$ cat src/pkg/acs_pkg.sv
// Constants and types of the conversion sequencer
// ------------------------------------------------------------
// How it works
// - Clock choice bit set means the bus clock drives conversions.
// - Bus-clocked: tracking starts on seventh falling clock edge of address byte.
// - Bus-clocked: one bus clock later the sample is held and converted.
// - Bus-clocked: data shifts out right after the address acknowledge, no stretching.
// - Bus-clocked: conversions continue byte after byte until master not-acknowledges.
// - Written byte bit 7: one is setup byte, zero is configuration byte.
// - Configuration bits 6 and 5 pick the scan pattern; reset zero.
// - Configuration bits 4 to 1 pick the channel; reset 0000.
// - Smaller variants force unused upper channel bits to zero.
// - Configuration bit 0: one single-ended, zero pseudo-differential; reset one.
// - Shared pin used as reference is skipped in multichannel scans.
// - Power-up: single-ended channel zero, oscillator, supply reference, shared pin input.
// - Result memory is undefined after power-up until conversions fill it.
// - Reference select 100 powers analog down whenever idle.
// - Oscillator mode with auto power-down sleeps once all results are stored.
// - Results survive power-down and stay readable until STOP or repeated START.
// - Bus-clocked: idle device wakes on its own valid address with no delay; oscillator mode wakes when conversions start.
// - Shared pin in reference use converts as ground.
// - Clock choice bit zero selects oscillator, one bus clock; oscillator at power-up.
// - On master not-acknowledge during read, release the data line.
// - Single-ended codes 0000 to 1011 pick inputs; 1100 to 1111 reserved.
// ------------------------------------------------------------
package acs_pkg;
    localparam int CHANNELS = 12;
    localparam logic [3:0] CHAN_MASK = (CHANNELS == 4) ? 4'h3 : (CHANNELS == 8) ? 4'h7 : 4'hF;
    localparam logic [3:0] SHARED_CH = 4'(CHANNELS - 1);
    localparam logic HAS_SHARED = (CHANNELS != 8);
    localparam logic [3:0] TOP_CH = 4'(CHANNELS - 1);
    localparam logic [3:0] CHAN_RESERVED = 4'hC;
    localparam logic [6:0] SLAVE_ADDR = 7'h65;
    localparam int DATA_W = 8;
    localparam int FIFO_DEPTH = 8;
    localparam logic [7:0] EMPTY_BYTE = 8'hFF;
    localparam int KIND_BIT = 7;
    localparam int SCAN_HI = 6;
    localparam int SCAN_LO = 5;
    localparam int CHAN_HI = 4;
    localparam int CHAN_LO = 1;
    localparam int SGL_BIT = 0;
    localparam int SEL_HI = 6;
    localparam int SEL_LO = 4;
    localparam int CLK_BIT = 3;
    localparam logic [1:0] SCAN_RST = 2'h0;
    localparam logic [3:0] CHAN_RST = 4'h0;
    localparam logic SGL_RST = 1'b1;
    localparam logic [2:0] SEL_RST = 3'h0;
    localparam logic CLK_RST = 1'b0;
    localparam logic [2:0] SEL_AUTO_OFF = 3'h4;
    localparam logic [1:0] SCAN_ONLY = 2'h0;
    localparam logic [1:0] SCAN_UPTO = 2'h1;
    localparam logic [1:0] SCAN_FROM = 2'h2;
    localparam int CLK_MHZ = 50;
    localparam int INT_CONV_NS = 7600;
    localparam int CNT_W = 9;
    localparam int INT_CONV_CYC = (INT_CONV_NS * CLK_MHZ) / 1000;
    localparam int INT_ACQ_CYC = 2;
    typedef enum logic [2:0] {
        B_IDLE, B_ADDR, B_ADDR_ACK, B_WRITE, B_STRETCH, B_READ, B_DONE, B_IGNORE
    } acs_bus_e;
endpackage

$ cat src/hw/acs_sequencer.sv
// Result FIFO and conversion sequencer with its two-wire slave
`timescale 1ns/1ps

// ------------------------------------------------------------
// Result FIFO
// ------------------------------------------------------------
module acs_fifo #(
    parameter int WIDTH = 8,
    parameter int DEPTH = 8
) (
    // Clock and control
    input wire logic clk,
    input wire logic rst_b,
    input wire logic ce,
    input wire logic flush,
    // Fill side
    input wire logic in_valid,
    output logic in_ready,
    input wire logic [WIDTH-1:0] in_data,
    // Drain side
    output logic out_valid,
    input wire logic out_ready,
    output logic [WIDTH-1:0] out_data
);
    localparam int AW = $clog2(DEPTH);
    logic [WIDTH-1:0] mem [DEPTH];
    logic [AW:0] wp;
    logic [AW:0] rp;
    logic [AW:0] next_wp;
    logic [AW:0] next_rp;
    logic do_push;
    logic do_pop;

    assign in_ready = !((wp[AW] != rp[AW]) && (wp[AW-1:0] == rp[AW-1:0]));
    assign out_valid = (wp != rp);
    assign out_data = mem[rp[AW-1:0]];
    assign do_push = in_valid && in_ready && !flush;
    assign do_pop = out_valid && out_ready && !flush;

    always_comb begin
        next_wp = wp;
        next_rp = rp;
        if (flush) begin
            next_wp = '0;
            next_rp = '0;
        end else begin
            if (do_push) begin
                next_wp = wp + 1'b1;
            end
            if (do_pop) begin
                next_rp = rp + 1'b1;
            end
        end
    end

    always_ff @(posedge clk or negedge rst_b) begin
        if (!rst_b) begin
            wp <= '0;
            rp <= '0;
        end else if (ce) begin
            wp <= next_wp;
            rp <= next_rp;
        end
    end

    // Storage has no reset
    always_ff @(posedge clk) begin
        if (ce && do_push) begin
            mem[wp[AW-1:0]] <= in_data;
        end
    end
endmodule

// ------------------------------------------------------------
// Sequencer top
// ------------------------------------------------------------
module acs_sequencer (
    // Clock, reset, enable
    input wire logic clk,
    input wire logic rst_b,
    input wire logic ce,
    // Two-wire bus pins
    input wire logic scl_in,
    output logic scl_out,
    output logic scl_oe,
    input wire logic sda_in,
    output logic sda_out,
    output logic sda_oe,
    // Analog core
    input wire logic [acs_pkg::DATA_W-1:0] adc_result,
    output logic adc_track,
    output logic adc_convert,
    output logic [3:0] adc_channel,
    output logic adc_ground,
    output logic adc_single_ended,
    output logic adc_bus_clocked,
    output logic adc_powered
);
    import acs_pkg::*;

    // ------------------------------------------------------------
    // Pin synchronisers and bus events
    // ------------------------------------------------------------
    logic [1:0] scl_sy;
    logic [1:0] sda_sy;
    logic scl_d;
    logic sda_d;
    logic scl_rise;
    logic scl_fall;
    logic bus_start;
    logic bus_stop;

    always_ff @(posedge clk or negedge rst_b) begin
        if (!rst_b) begin
            scl_sy <= 2'h3;
            sda_sy <= 2'h3;
            scl_d <= 1'b1;
            sda_d <= 1'b1;
        end else if (ce) begin
            scl_sy <= {scl_sy[0], scl_in};
            sda_sy <= {sda_sy[0], sda_in};
            scl_d <= scl_sy[1];
            sda_d <= sda_sy[1];
        end
    end

    assign scl_rise = scl_sy[1] && !scl_d;
    assign scl_fall = !scl_sy[1] && scl_d;
    assign bus_start = scl_sy[1] && scl_d && !sda_sy[1] && sda_d;
    assign bus_stop = scl_sy[1] && scl_d && sda_sy[1] && !sda_d;

    // ------------------------------------------------------------
    // Shared declarations
    // ------------------------------------------------------------
    acs_bus_e st;
    acs_bus_e next_st;
    logic [3:0] bit_cnt;
    logic [3:0] next_bit_cnt;
    logic [7:0] rx;
    logic [7:0] next_rx;
    logic [7:0] tx;
    logic [7:0] next_tx;
    logic rd;
    logic next_rd;
    logic mack;
    logic next_mack;
    logic next_sda_oe;
    logic [1:0] cfg_scan;
    logic [1:0] next_scan;
    logic [3:0] cfg_chan;
    logic [3:0] next_chan;
    logic cfg_sgl;
    logic next_sgl;
    logic [2:0] set_sel;
    logic [2:0] next_sel;
    logic set_clk;
    logic next_clk;
    logic ext_track;
    logic ext_conv;
    logic int_go;
    logic pop;
    logic flush;
    logic push;
    logic int_release;
    logic f_in_ready;
    logic f_out_valid;
    logic [7:0] f_out_data;
    logic [7:0] load_byte;
    logic [3:0] first_ch;
    logic [3:0] last_ch;
    logic skip_shared;
    logic [3:0] scan_top;

    assign load_byte = f_out_valid ? f_out_data : EMPTY_BYTE;
    assign first_ch = (cfg_scan == SCAN_UPTO) ? 4'h0 : cfg_chan;
    assign scan_top = (cfg_scan == SCAN_FROM) ? TOP_CH : cfg_chan;
    assign skip_shared = (cfg_scan != SCAN_ONLY) && set_sel[1] && HAS_SHARED;
    // A skipped shared pin must not be the end of the scan
    assign last_ch = (skip_shared && scan_top == SHARED_CH) ? SHARED_CH - 4'h1 : scan_top;

    // ------------------------------------------------------------
    // Bus slave and configuration
    // ------------------------------------------------------------
    always_comb begin
        next_st = st;
        next_bit_cnt = bit_cnt;
        next_rx = rx;
        next_tx = tx;
        next_rd = rd;
        next_mack = mack;
        next_sda_oe = sda_oe;
        next_scan = cfg_scan;
        next_chan = cfg_chan;
        next_sgl = cfg_sgl;
        next_sel = set_sel;
        next_clk = set_clk;
        ext_track = 1'b0;
        ext_conv = 1'b0;
        int_go = 1'b0;
        pop = 1'b0;
        flush = 1'b0;
        if (bus_start) begin
            next_st = B_ADDR;
            next_bit_cnt = 4'h0;
            next_sda_oe = 1'b0;
            flush = 1'b1;
        end else if (bus_stop) begin
            next_st = B_IDLE;
            next_sda_oe = 1'b0;
            flush = 1'b1;
        end else if (st == B_STRETCH) begin
            if (int_release) begin
                pop = 1'b1;
                next_tx = load_byte;
                next_sda_oe = !load_byte[7];
                next_st = B_READ;
            end
        end else if (scl_rise && st != B_IDLE) begin
            next_bit_cnt = bit_cnt + 4'h1;
            if (bit_cnt < 4'h8) begin
                next_rx = {rx[6:0], sda_sy[1]};
            end else begin
                next_mack = sda_sy[1];
            end
        end else if (scl_fall && st != B_IDLE && bit_cnt != 4'h0) begin
            if (bit_cnt == 4'h9) begin
                next_bit_cnt = 4'h0;
            end
            case (st)
                B_ADDR: begin
                    if (bit_cnt == 4'h7 && set_clk && rx[6:0] == SLAVE_ADDR) begin
                        ext_track = 1'b1;
                    end
                    if (bit_cnt == 4'h8) begin
                        if (rx[7:1] == SLAVE_ADDR) begin
                            next_st = B_ADDR_ACK;
                            next_sda_oe = 1'b1;
                            next_rd = rx[0];
                            ext_conv = set_clk && rx[0];
                        end else begin
                            next_st = B_IGNORE;
                        end
                    end
                end
                B_ADDR_ACK: begin
                    if (bit_cnt == 4'h9) begin
                        if (!rd) begin
                            next_st = B_WRITE;
                            next_sda_oe = 1'b0;
                        end else if (set_clk) begin
                            pop = 1'b1;
                            next_tx = load_byte;
                            next_sda_oe = !load_byte[7];
                            next_st = B_READ;
                        end else begin
                            int_go = 1'b1;
                            next_sda_oe = 1'b0;
                            next_st = B_STRETCH;
                        end
                    end
                end
                B_WRITE: begin
                    if (bit_cnt == 4'h8) begin
                        next_sda_oe = 1'b1;
                        if (rx[KIND_BIT]) begin
                            next_sel = rx[SEL_HI:SEL_LO];
                            next_clk = rx[CLK_BIT];
                        end else begin
                            next_scan = rx[SCAN_HI:SCAN_LO];
                            next_chan = rx[CHAN_HI:CHAN_LO] & CHAN_MASK;
                            next_sgl = rx[SGL_BIT];
                        end
                    end else if (bit_cnt == 4'h9) begin
                        next_sda_oe = 1'b0;
                    end
                end
                B_READ: begin
                    if (bit_cnt < 4'h8) begin
                        next_tx = {tx[6:0], 1'b0};
                        next_sda_oe = !tx[6];
                        ext_track = set_clk && bit_cnt == 4'h7;
                    end else if (bit_cnt == 4'h8) begin
                        next_sda_oe = 1'b0;
                        ext_conv = set_clk;
                    end else if (!mack && !f_out_valid && !int_release) begin
                        // Buffer drained while conversions still run: stretch again
                        next_st = B_STRETCH;
                    end else if (!mack) begin
                        pop = 1'b1;
                        next_tx = load_byte;
                        next_sda_oe = !load_byte[7];
                    end else begin
                        next_st = B_DONE;
                    end
                end
                default: begin
                end
            endcase
        end
    end

    always_ff @(posedge clk or negedge rst_b) begin
        if (!rst_b) begin
            st <= B_IDLE;
            bit_cnt <= 4'h0;
            rx <= 8'h00;
            tx <= 8'h00;
            rd <= 1'b0;
            mack <= 1'b1;
            sda_oe <= 1'b0;
            sda_out <= 1'b0;
            scl_out <= 1'b0;
            scl_oe <= 1'b0;
            cfg_scan <= SCAN_RST;
            cfg_chan <= CHAN_RST;
            cfg_sgl <= SGL_RST;
            set_sel <= SEL_RST;
            set_clk <= CLK_RST;
        end else if (ce) begin
            st <= next_st;
            bit_cnt <= next_bit_cnt;
            rx <= next_rx;
            tx <= next_tx;
            rd <= next_rd;
            mack <= next_mack;
            sda_oe <= next_sda_oe;
            sda_out <= 1'b0;
            scl_out <= 1'b0;
            // Clock stays held one cycle past the data load for setup
            scl_oe <= (next_st == B_STRETCH) || (st == B_STRETCH);
            cfg_scan <= next_scan;
            cfg_chan <= next_chan;
            cfg_sgl <= next_sgl;
            set_sel <= next_sel;
            set_clk <= next_clk;
        end
    end

    assign adc_single_ended = cfg_sgl;
    assign adc_bus_clocked = set_clk;

    // ------------------------------------------------------------
    // Conversion sequencing
    // ------------------------------------------------------------
    logic [3:0] cur;
    logic [3:0] next_cur;
    logic busy;
    logic next_busy;
    logic [CNT_W-1:0] cnt;
    logic [CNT_W-1:0] next_cnt;
    logic next_track;
    logic next_conv;
    logic next_ground;
    logic next_pow;
    logic [3:0] next_show;
    logic awake;

    function automatic logic [3:0] step_ch(input logic [3:0] c, input logic [3:0] lo,
                                           input logic [3:0] hi, input logic skip);
        logic [3:0] n;
        n = (c >= hi) ? lo : c + 4'h1;
        if (skip && n == SHARED_CH) begin
            n = (n >= hi) ? lo : n + 4'h1;
        end
        return n;
    endfunction

    assign int_release = !busy || !f_in_ready;
    assign awake = (next_st != B_IDLE) && (next_st != B_ADDR) && (next_st != B_IGNORE);

    always_comb begin
        next_cur = cur;
        next_busy = busy;
        next_cnt = cnt;
        next_track = 1'b0;
        next_conv = 1'b0;
        push = 1'b0;
        if (int_go) begin
            next_cur = first_ch;
            next_busy = 1'b1;
            next_cnt = '0;
            next_track = 1'b1;
        end else if (busy) begin
            if (cnt != CNT_W'(INT_CONV_CYC)) begin
                next_cnt = cnt + 1'b1;
            end
            if (cnt == CNT_W'(INT_ACQ_CYC)) begin
                next_conv = 1'b1;
                push = 1'b1;
            end
            if (cnt == CNT_W'(INT_CONV_CYC)) begin
                if (cur == last_ch) begin
                    next_busy = 1'b0;
                end else if (f_in_ready) begin
                    next_cur = step_ch(cur, first_ch, last_ch, skip_shared);
                    next_cnt = '0;
                    next_track = 1'b1;
                end
            end
        end else if (ext_track) begin
            next_track = 1'b1;
        end else if (ext_conv) begin
            next_conv = 1'b1;
            push = 1'b1;
            next_cur = step_ch(cur, first_ch, last_ch, skip_shared);
        end else if (flush) begin
            next_cur = first_ch;
        end
        // Convert pulse shows the channel held, not the one stepped to
        next_show = next_conv ? cur : next_cur;
        next_ground = (next_show >= CHAN_RESERVED)
            || (set_sel[1] && HAS_SHARED && next_show == SHARED_CH);
        next_pow = (set_sel != SEL_AUTO_OFF) || next_busy || (set_clk && awake);
    end

    always_ff @(posedge clk or negedge rst_b) begin
        if (!rst_b) begin
            cur <= 4'h0;
            busy <= 1'b0;
            cnt <= '0;
            adc_track <= 1'b0;
            adc_convert <= 1'b0;
            adc_channel <= 4'h0;
            adc_ground <= 1'b0;
            adc_powered <= 1'b1;
        end else if (ce) begin
            cur <= next_cur;
            busy <= next_busy;
            cnt <= next_cnt;
            adc_track <= next_track;
            adc_convert <= next_conv;
            adc_channel <= next_show;
            adc_ground <= next_ground;
            adc_powered <= next_pow;
        end
    end

    // ------------------------------------------------------------
    // Result buffer
    // ------------------------------------------------------------
    acs_fifo #(
        .WIDTH(DATA_W),
        .DEPTH(FIFO_DEPTH)
    ) u_fifo (
        .clk(clk),
        .rst_b(rst_b),
        .ce(ce),
        .flush(flush),
        .in_valid(push),
        .in_ready(f_in_ready),
        .in_data(adc_result),
        .out_valid(f_out_valid),
        .out_ready(pop),
        .out_data(f_out_data)
    );
endmodule

$ cat config.mk
export PLATFORM = sky130hd
export DESIGN_NAME = acs_sequencer
export DESIGN_NICKNAME = d
export VERILOG_FILES = /design/src/pkg/acs_pkg.sv /design/src/hw/acs_sequencer.sv
export SDC_FILE = /design/constraint.sdc
export NUM_CORES = 1
export LEC_CHECK = 0
export BUFFER_PORTS_ARGS = -buffer_cell sky130_fd_sc_hd__buf_4
export CORE_MARGIN = 3
export CORE_UTILIZATION = 45
export DETAILED_ROUTE_END_ITERATION = 7
export PLACE_DENSITY_LB_ADDON = 0.3
export REMOVE_ABC_BUFFERS = 1
export SLEW_MARGIN = 40
export SYNTH_ARGS = -nofsm -noshare
export SYNTH_HDL_FRONTEND = slang
export SYNTH_SLANG_ARGS = --single-unit
export TNS_END_PERCENT = 10
$ cat constraint.sdc
create_clock -name clk -period 6.35 [get_ports clk]
set_input_delay 1.27 -clock clk [delete_from_list [all_inputs] [get_ports clk]]
set_output_delay 1.27 -clock clk [all_outputs]
set_load 0.01 [all_outputs]
======== After elaboration in Yosys (flattened, before gate mapping) ========
Memories as Yosys holds them, arrays and structs flattened.
Cells that the tools add are included.
operators by class
  muxes and demuxes ....................... 138
  add/sub/neg operators ................... 6
  $lt $le $gt $ge ......................... 4
  equality and inequality tests ........... 44
  bitwise operators ....................... 6
  reductions and logical operators ........ 69
operators with widths
  operator             number
  $mux 4               25
  $mux 7               11
  $mux 1               75
  $mux 9               6
  $mux 3               14
  $logic_and 1x1->1    28
  $reduce_and 9->1     3
  $add 4x1->4 const B  5
  $eq 4x4->1 const B   5
  $ne 4x4->1 const B   4
  $ne 3x3->1 const B   5
  $ne 5x5->1 const B   3
  $reduce_bool 3->1    5
  $eq 7x7->1 const B   2
  $ne 7x7->1 const B   2
  $pmux 7 s2           1
  $reduce_and 13->1    1
  $logic_not 1->1      12
  $reduce_and 6->1     2
  $reduce_and 11->1    1
  $reduce_bool 2->1    5
  $add 9x1->9 const B  1
  $eq 3x3->1 const B   3
  $eq 9x2->1 const B   1
  29 further kinds     47
word-level totals
  memories ................................ 1
  RAM bits ................................ 64
  flip-flop bits (word level) ............. 73
  word-level logic and storage cells ...... 295
memories
  memory      depth  bits a word  rd ports  clocked after memory_dff  wr ports  RTL line             RTL
  u_fifo.mem  8      8            1         0                         1         acs_sequencer.sv:26  logic [WIDTH-1:0] mem [DEPTH];

======== Logic depth before layout (Yosys ltp) ========
Gate-level depths: netlist (run 1).
  depth after elaboration ................. 19
  depth in mapped cells ................... 20
  depth with buffers taken out ............ 20

======== Modules after synthesis ========
From an unflattened synthesis (run 1), not the netlist that was laid out.
second synthesis, totals
  cell total of the unflattened synthesis .. 681
  area total of the unflattened synthesis .. 7569.8 um2
modules (own cells, without submodules)
  module         sequential area each (um2)  area each (um2)  cells an instance  times used
  acs_sequencer  1637.8                      4499.3           516                1
  acs_fifo       2122.0                      3070.4           165                1

======== Worst setup path after synthesis (run 1) ========
OpenSTA, ideal clock, no wires.
  kind .................................... flip-flop to flip-flop
  start ................................... reg cfg_chan[2]
  end ..................................... reg adc_ground
  data required time ...................... 6275 ps
  stages on the path, launching flop included .. 21
  path slack .............................. 2397 ps
  clock period less this slack ............ 3953 ps
  setup time .............................. 75 ps
  data arrival time ....................... 3878 ps
  cell sequence ........................... dfrtp_1 and3b_1 nand2_1 nand3_1 o21ai_0 ha_1 nor2b_1 o21a_1 nor2_2 a21oi_1 inv_1 ha_1 nand2b_1 a21oi_1 and2b_1 o31a_1 or4_4 o211ai_1 a221oi_2 o41a_1 o2bb2ai_2
on the way
  cells in the longest elaborated chain, start to end .. 18
  elaborated cells on any way between the ends .. 27
RTL lines
  element                                                             RTL line                                    RTL
  start: declaration                                                  acs_sequencer.sv:150                        logic [3:0] cfg_chan;
  start signal: assignment                                            acs_sequencer.sv:332                        cfg_chan <= next_chan;
  $mux 4                                                              acs_sequencer.sv:176                        assign scan_top = (cfg_scan == SCAN_FROM) ? TOP_CH : cfg_chan;
  $eq 4x4->1                                                          acs_sequencer.sv:179                        assign last_ch = (skip_shared && scan_top == SHARED_CH) ? SHARED_CH - 4'h1 : scan_top;
  $logic_and 1x1->1                                                   acs_sequencer.sv:179
  $mux 4                                                              acs_sequencer.sv:179
  $ge 4x4->1                                                          acs_sequencer.sv:361                        n = (c >= hi) ? lo : c + 4'h1;
  $mux 4                                                              acs_sequencer.sv:361
  $add 4x1->4 (tied with other cells)                                 acs_sequencer.sv:363                        n = (n >= hi) ? lo : n + 4'h1;
  $mux 4 / $logic_and 1x1->1 (equally long branches)                  acs_sequencer.sv:363, acs_sequencer.sv:362
  $mux 4                                                              acs_sequencer.sv:362                        if (skip && n == SHARED_CH) begin
  $mux 4                                                              acs_sequencer.sv:394                        end else if (f_in_ready) begin
  $mux 4                                                              acs_sequencer.sv:392                        if (cur == last_ch) begin
  $mux 4                                                              acs_sequencer.sv:391                        if (cnt == CNT_W'(INT_CONV_CYC)) begin
  $mux 4                                                              acs_sequencer.sv:383                        end else if (busy) begin
  $mux 4 *                                                            acs_sequencer.sv:378                        if (int_go) begin
  $mux 4 *                                                            acs_sequencer.sv:410                        next_show = next_conv ? cur : next_cur;
  parallel branches: the longest is 2 deep, another holds $ge 4x4->1  n/a
  $logic_or 1x1->1 *                                                  acs_sequencer.sv:412                        || (set_sel[1] && HAS_SHARED && next_show == SHARED_CH);
  end signal: assignment                                              acs_sequencer.sv:433                        adc_ground <= next_ground;
  end: declaration                                                    acs_sequencer.sv:94                         output logic adc_ground,
Every way passes the cells marked *.
A chain may end at the register's enable or synchronous reset.

======== Final worst setup path (run 1) ========
Same ends and word-level chain as after synthesis.

==> metrics.md, run 1 <==
| Metric | Value |
|---|---|
| Die X-Extent | 135 um |
| Num ports | 27 |
| Via count | 5,576 |
| CTS root buffer | clkbuf_16 |
| Max Fclk | 0.224 GHz |
| # setup viols final | 0 |
| N_diodes | 0 |
| Final hold vios | 0 |
| Arrival time at the worst endpoint | 4810 ps |
| Yosys cell types | 85 |
| H-tree depth | 4 |
| Slew Limit Fails | 0 |
| Worst-path clk slew | 70 ps |
| Clk_skew | 9.52 ps |
| CTS tree | done |
| Layout Nets | 710 |
| Share of post-route cells with drive strength above 1 | 0.218 |
| Core Area | 0.0161 mm2 |
| Synthesis Warnings | 0 |
| Commonest cells after routing, fill and taps aside | edfxtp_1, dfrtp_1, nand2_1 |
| Critical Path Start | cfg_chan[2] |
| Slew headroom | 0.470 |
| R2r startpoint | cfg_chan[2] |
| CP max FO | 6 |
| Rows | 46 |
| Synth Register Bits | 137 |
| # DRC | 0 |
| # Max-Cap Violations | 0 |
| Fraction of registers with async set/reset | 0.533 |
| Global-route wire length before repair | 28.6 mm |
| R2r setup slk | 1890 ps |
| Gr usage total | 0.199 |
| GR Overflow Total | 0 |
| Post-DP HPWL | 12.1 mm |
| CP required | 6690 ps |
| Reg2Reg Depth | 20 |
| Syn Area/Cell | 11.2 um2 |
| Pre-CTS WS | 1980 ps |
| Worst setup margin | 1890 ps |
| Power Density | 304 mW/mm2 |
| Worst setup path endpoint | adc_ground |
| DR pass1 iterations | 5 |
| I/O Buffers | 24 |
| Drt via density | 6.13 |
| Startpoint Class | flip-flop |
| Die Y | 135 um |
| CTS Buf Count | 17 |
| Pin slew with the least headroom to its limit | 792 ps |
| Worst reg2reg endpoint | adc_ground |
| Final Wtd Congestion | 0.917 |
| Number of setup buffers added after CTS | 0 |
| Lkg Pwr | 0.00321 uW |
| Drt wl/cell | 19.5 um |
| Main synth FF type | edfxtp_1 |
| Total Wirelength | 17.7 mm |
| Max VDD drop | 0.210 mV |
| RSZ-0062 raised after global routing | no |
| Setup CP Type | flip-flop to flip-flop |
| Synthesized instance count | 667 |
| Final core occ | 0.522 |
| CTS Hold Bufs | 0 |
| Tmin final | 4460 ps |
| Clock sink count | 137 |
| Starting Density | 0.463 |
| Clock Latency Late Sink | 420 ps |
| Number of synthesized flops with an enable pin | 64 |
| Die area | 0.0181 mm2 |
| Antenna violations before repair | 0 |
| DR iter-0 viols | 738 |
| Status | complete, no violations |
| Vias in the first global route | 5,429 |
| Largest net degree at the start of global routing | 74 |
| Most common cell after layout, fill and taps aside | edfxtp_1 |
| Final cycle utilization of the critical path | 0.703 |
| DRT antenna net count | 0 |
| Cell Area, Synth | 0.00744 mm2 |
| Total Neg Setup Slack | 0 ps |
| Post-cts sizing count | 0 |
| Crit end category | flip-flop |
| Hold Crit Class | flip-flop to flip-flop |
| Area delta synth->final | 12.6% |
| Register area share after synthesis | 0.505 |
| Maximum root-to-sink buffer count | 2 |
==> flip-flops by register name (all words and copies together), names as in the netlist, 3 cells and up <==
| register | count |
|---|---|
| u_fifo.mem | 64 |
| cnt | 9 |
| rx | 8 |
| tx | 7 |
| adc_channel | 4 |
| bit_cnt | 4 |
| cfg_chan | 4 |
| cur | 4 |
| u_fifo.rp | 4 |
| u_fifo.wp | 4 |
| set_sel | 3 |
| st | 3 |
==> how the worst min path moves through the flow <==
stage                   start        endpoint  slack [ps]  cells after the start
2_1_floorplan          cnt[5]          cnt[5]         460                      1
6_report       adc_channel[1]  adc_channel[1]         490                      1
3_3_place_gp   adc_channel[1]  adc_channel[1]         470                      1
4_1_cts        adc_channel[0]  adc_channel[0]         500                      1
3_5_place_dp       adc_ground      adc_ground         480                      1
5_1_grt        adc_channel[0]  adc_channel[0]         520                      1
==> through the flow <==
step	cell area (um2)	hold WS (ps)	total power [uW]	cells
floorplan	7280	463	1400	633
global placement	7760	470	1550	877
detailed placement	7780	481	1560	877
CTS	8370	498	2560	909
global route	8380	523	2670	909
finish	8380	490	2550	909
==> worst max-delay path, stage by stage, from the launching register on <==
cell and delay, ps:
dfrtp_1 430, and3b_1 250, nand2_1 50, nand3_1 80, o21ai_0 130, ha_1 320
nor2b_1 200, o21a_1 240, nor2_2 90, a21oi_1 320, inv_1 80, ha_1 270
nand2b_1 140, a21oi_1 180, and2b_1 210, o31a_1 130, or4_4 490, o211ai_1 140
a221oi_2 110, o41a_1 400, o2bb2ai_2 110
==> logic make-up after synthesis <==
group / Yosys count / share of synthesized area
AND/OR/NAND/NOR: 223 / 0.159
AO/OA/AOI/OAI: 174 / 0.160
other: 1 / 0.000504
multiplexers: 54 / 0.105
adder cells (fa/ha/maj): 17 / 0.0286
flip-flops: 137 / 0.505
XOR/XNOR: 8 / 0.00942
buffers and inverters: 53 / 0.0319
==> metal layers <==
| metal | wire length (um) | share of wire | global-route usage | vias to the layer above |
|---|---|---|---|---|
| met3 | 908 | 0.051 | 0.0432 | 22 |
| li1 | - | - | - | 2581 |
| met1 | 8000 | 0.45 | 0.270 | 2780 |
| met4 | 310 | 0.018 | 0.0566 | 0 |
| met5 | 0 | 0 | 0 | - |
| met2 | 8490 | 0.48 | 0.324 | 193 |
==> cell type report <==
cell class              count  area (um2)
flip-flops and latches    137        3760
clock inverters            15         165
fillers                  1389        7670
multi-input cells         478        3480
well taps                 216         270
inverters                  18        67.6
clock buffers              17         425
repair buffers             28         214
==> Yosys cell counts, drive strengths merged, types with 9 or more instances <==
master | n | share of area
dfrtp | 64 | 0.22
edfxtp | 64 | 0.26
nand2 | 54 | 0.028
o21ai | 49 | 0.033
nor2 | 43 | 0.022
a21oi | 34 | 0.023
mux2 | 33 | 0.050
nand3 | 25 | 0.017
buf | 21 | 0.015
ha | 17 | 0.029
inv | 17 | 0.0086
nor3 | 17 | 0.012
mux4 | 16 | 0.048
clkbuf | 14 | 0.0077
a211oi | 13 | 0.013
a31oi | 11 | 0.011
nand2b | 11 | 0.0092
nor2b | 11 | 0.0092
dfstp | 9 | 0.032
==> power breakdown <==
group | total, uW | internal (uW) | switching, uW
clock | 990 | 563 | 427
combinational | 439 | 182 | 257
sequential | 1120 | 1000 | 119
total | 2550 | 1750 | 803
(Power assumes the default switching activity.)
==> run 2, diff against run 1 <==
==> constraint.sdc (replaced) <==
create_clock -name clk -period 4.3 [get_ports clk]
set_input_delay 0.86 -clock clk [delete_from_list [all_inputs] [get_ports clk]]
set_output_delay 0.86 -clock clk [all_outputs]
set_load 0.01 [all_outputs]
==> metrics.md, run 2 (synthesized netlist as in run 1, its figures left out) <==
| Metric | Value |
|---|---|
| Fillcell total | 1,372 (was 1,389) |
| Setup CP Type | flip-flop to flip-flop (unchanged) |
| Share of post-route cells with drive strength above 1 | 0.245 (was 0.218) |
| Die Y | 135 um (unchanged) |
| Rows | 46 (unchanged) |
| Slew Limit Fails | 0 (unchanged) |
| GR Overflow Total | 0 (unchanged) |
| Max VDD drop | 0.346 mV (was 0.210 mV) |
| Pwr Total | 3840 uW (was 2550 uW) |
| Worst-path clk slew | 70 ps (about the same) |
| Gr usage total | 0.204 (was 0.199) |
| H-tree depth | 4 (unchanged) |
| Critical path buffers and inverters | 0 (was 1) |
| Num ports | 27 (unchanged) |
| Arrival time at the worst endpoint | 4410 ps (was 4810 ps) |
| N_diodes | 0 (unchanged) |
| Final Wtd Congestion | 0.972 (was 0.917) |
| Drt via density | 6.03 (was 6.13) |
| Via count | 5,617 (was 5,576) |
| Clk_skew | 15.7 ps (was 9.52 ps) |
| CP required | 4650 ps (was 6690 ps) |
| R2r startpoint | cfg_chan[2] (unchanged) |
| Starting Density | 0.463 (unchanged) |
| Final hold vios | 0 (unchanged) |
| Die X-Extent | 135 um (unchanged) |
| Total Wirelength | 17.7 mm (about the same) |
| Maximum root-to-sink buffer count | 2 (unchanged) |
| Drt wl/cell | 19.0 um (was 19.5 um) |
| CTS root buffer | clkbuf_16 (unchanged) |
| Total Neg Setup Slack | 0 ps (unchanged) |
| CTS Hold Bufs | 0 (unchanged) |
| I/O Buffers | 24 (unchanged) |
| Layout Nets | 732 (was 710) |
| R2r setup slk | 240 ps (was 1890 ps) |
| # DRC | 0 (unchanged) |
| Crit-path cells | and3b_1, nand2_1, nand3_1, o21ai_2, ha_1, nor2b_4, o21a_2, nor2_2, nor2_1, a21oi_1, ha_1, and4_4, a31oi_4, nand2_2, or4_4, o211ai_1, a221oi_2, o41a_1, o2bb2ai_2 (was and3b_1, nand2_1, nand3_1, o21ai_0, ha_1, nor2b_1, o21a_1, nor2_2, a21oi_1, inv_1, ha_1, nand2b_1, a21oi_1, and2b_1, o31a_1, or4_4, o211ai_1, a221oi_2, o41a_1, o2bb2ai_2) |
| Clock sink count | 137 (unchanged) |
| Die area | 0.0181 mm2 (unchanged) |
| Layout Cell Area excl Fill | 0.00861 mm2 (was 0.00838 mm2) |
| Commonest cells after routing, fill and taps aside | edfxtp_1, dfrtp_1, nand2_1 (unchanged) |
| Max reg flops | 64 (unchanged) |
| Pin slew with the least headroom to its limit | 719 ps (was 792 ps) |
| Reg2Reg Depth | 19 (was 20) |
| Power Density | 446 mW/mm2 (was 304 mW/mm2) |
| Core Area | 0.0161 mm2 (unchanged) |
| Crit end category | flip-flop (unchanged) |
| Global-route wire length before repair | 29.3 mm (was 28.6 mm) |
| CP max stage cell | or4_4 (unchanged) |
| Startpoint Class | flip-flop (unchanged) |
| CP max FO | 5 (was 6) |
| Hold Crit Class | primary input to asynchronous set/reset pin (was flip-flop to flip-flop) |
| # Max-Cap Violations | 0 (unchanged) |
| Worst reg2reg endpoint | adc_ground (unchanged) |
| Clock Latency Late Sink | 430 ps (was 420 ps) |
| DR pass1 iterations | 5 (unchanged) |
| # setup viols final | 0 (unchanged) |
| Largest net degree at the start of global routing | 74 (unchanged) |
| Most used cell, CP | ha_1 |
| Area post-placement | 0.00791 mm2 (was 0.00778 mm2) |
| Most common cell after layout, fill and taps aside | edfxtp_1 (unchanged) |
| RSZ-0062 raised after global routing | no (unchanged) |
| DR iter-0 viols | 601 (was 738) |
| Vias in the first global route | 5,604 (was 5,429) |
| Max stage delay on crit path | 530 ps (was 490 ps) |
| Final cycle utilization of the critical path | 0.943 (was 0.703) |
| Max Fclk | 0.247 GHz (was 0.224 GHz) |
| DRT antenna net count | 0 (unchanged) |
| Post-DP HPWL | 12.5 mm (was 12.1 mm) |
| Area delta synth->final | 15.6% (was 12.6%) |
| CTS Buf Count | 17 (unchanged) |
| Lkg Pwr | 0.00335 uW (was 0.00321 uW) |
| Status | complete, no violations (unchanged) |
| Slew headroom | 0.518 (was 0.470) |
| CTS tree | done (unchanged) |
| CP delay by family, top | simple AND/OR/NAND/NOR gates (was compound AO/OA/AOI/OAI gates) |
| Antenna violations before repair | 0 (unchanged) |
| Tmin final | 4060 ps (was 4460 ps) |
==> run 2: changes by cell type in the layout (fill, tap and decap cells not counted), sizes merged <==
cell / change
buf: +22
clkinv: +5
clkinvlp: -1
inv: -4
==> run 2: cell type report <==
type                    count  area (um2)  area share
flip-flops and latches    137        3760       0.437
inverters                  18        67.6     0.00785
clock buffers              17         425      0.0494
multi-input cells         478        3500       0.407
well taps                 216         270      0.0314
clock inverters            15         200      0.0233
repair buffers             50         379      0.0441
==> run 2: how the worst max path moves through the flow <==
stage | to | start | slack, ps | depth (start not counted)
final | adc_ground | cfg_chan[2] | 240 | 19
after floorplan | adc_ground | cfg_chan[2] | 350 | 20
after global routing | adc_ground | cfg_scan[1] | 3 | 18
after CTS | adc_ground | set_sel[1] | 90 | 20
after global placement | adc_ground | set_sel[1] | 90 | 19
after detailed placement | adc_ground | set_sel[1] | 30 | 19
==> run 2: per-layer routing <==
metal	up-vias	routed length, um	track usage
met5	-	0	0
met4	0	517	0.0860
met3	41	812	0.0399
met2	187	8360	0.319
met1	2775	8010	0.281
li1	2614	-	-
==> run 2: repair_timing <==
action | CTS | global route
endpoints found under the setup margin | 1 | 5
setup buffers | 0 | 2
endpoints found under the hold margin | 0 | 0
pin swaps | 0 | 2
gates resized for setup | 1 | 15
==> run 2: metrics by stage <==
stage	setup slack, ps	util	hold WS, ps	instances
2_1_floorplan	347	-	463	633
3_3_place_gp	89.1	0.492	477	897
3_5_place_dp	25.1	0.493	476	897
4_1_cts	85.2	0.532	473	929
5_1_grt	3.06	0.536	489	931
6_report	243	0.536	429	931
==> run 2: report_power, final <==
| part | switching (uW) | internal (uW) | leakage (uW) | total [uW] |
|---|---|---|---|---|
| Combinational | 409 | 286 | 0.00153 | 695 |
| Sequential | 155 | 1480 | 0.00151 | 1640 |
| Clock | 668 | 843 | 0.000305 | 1510 |
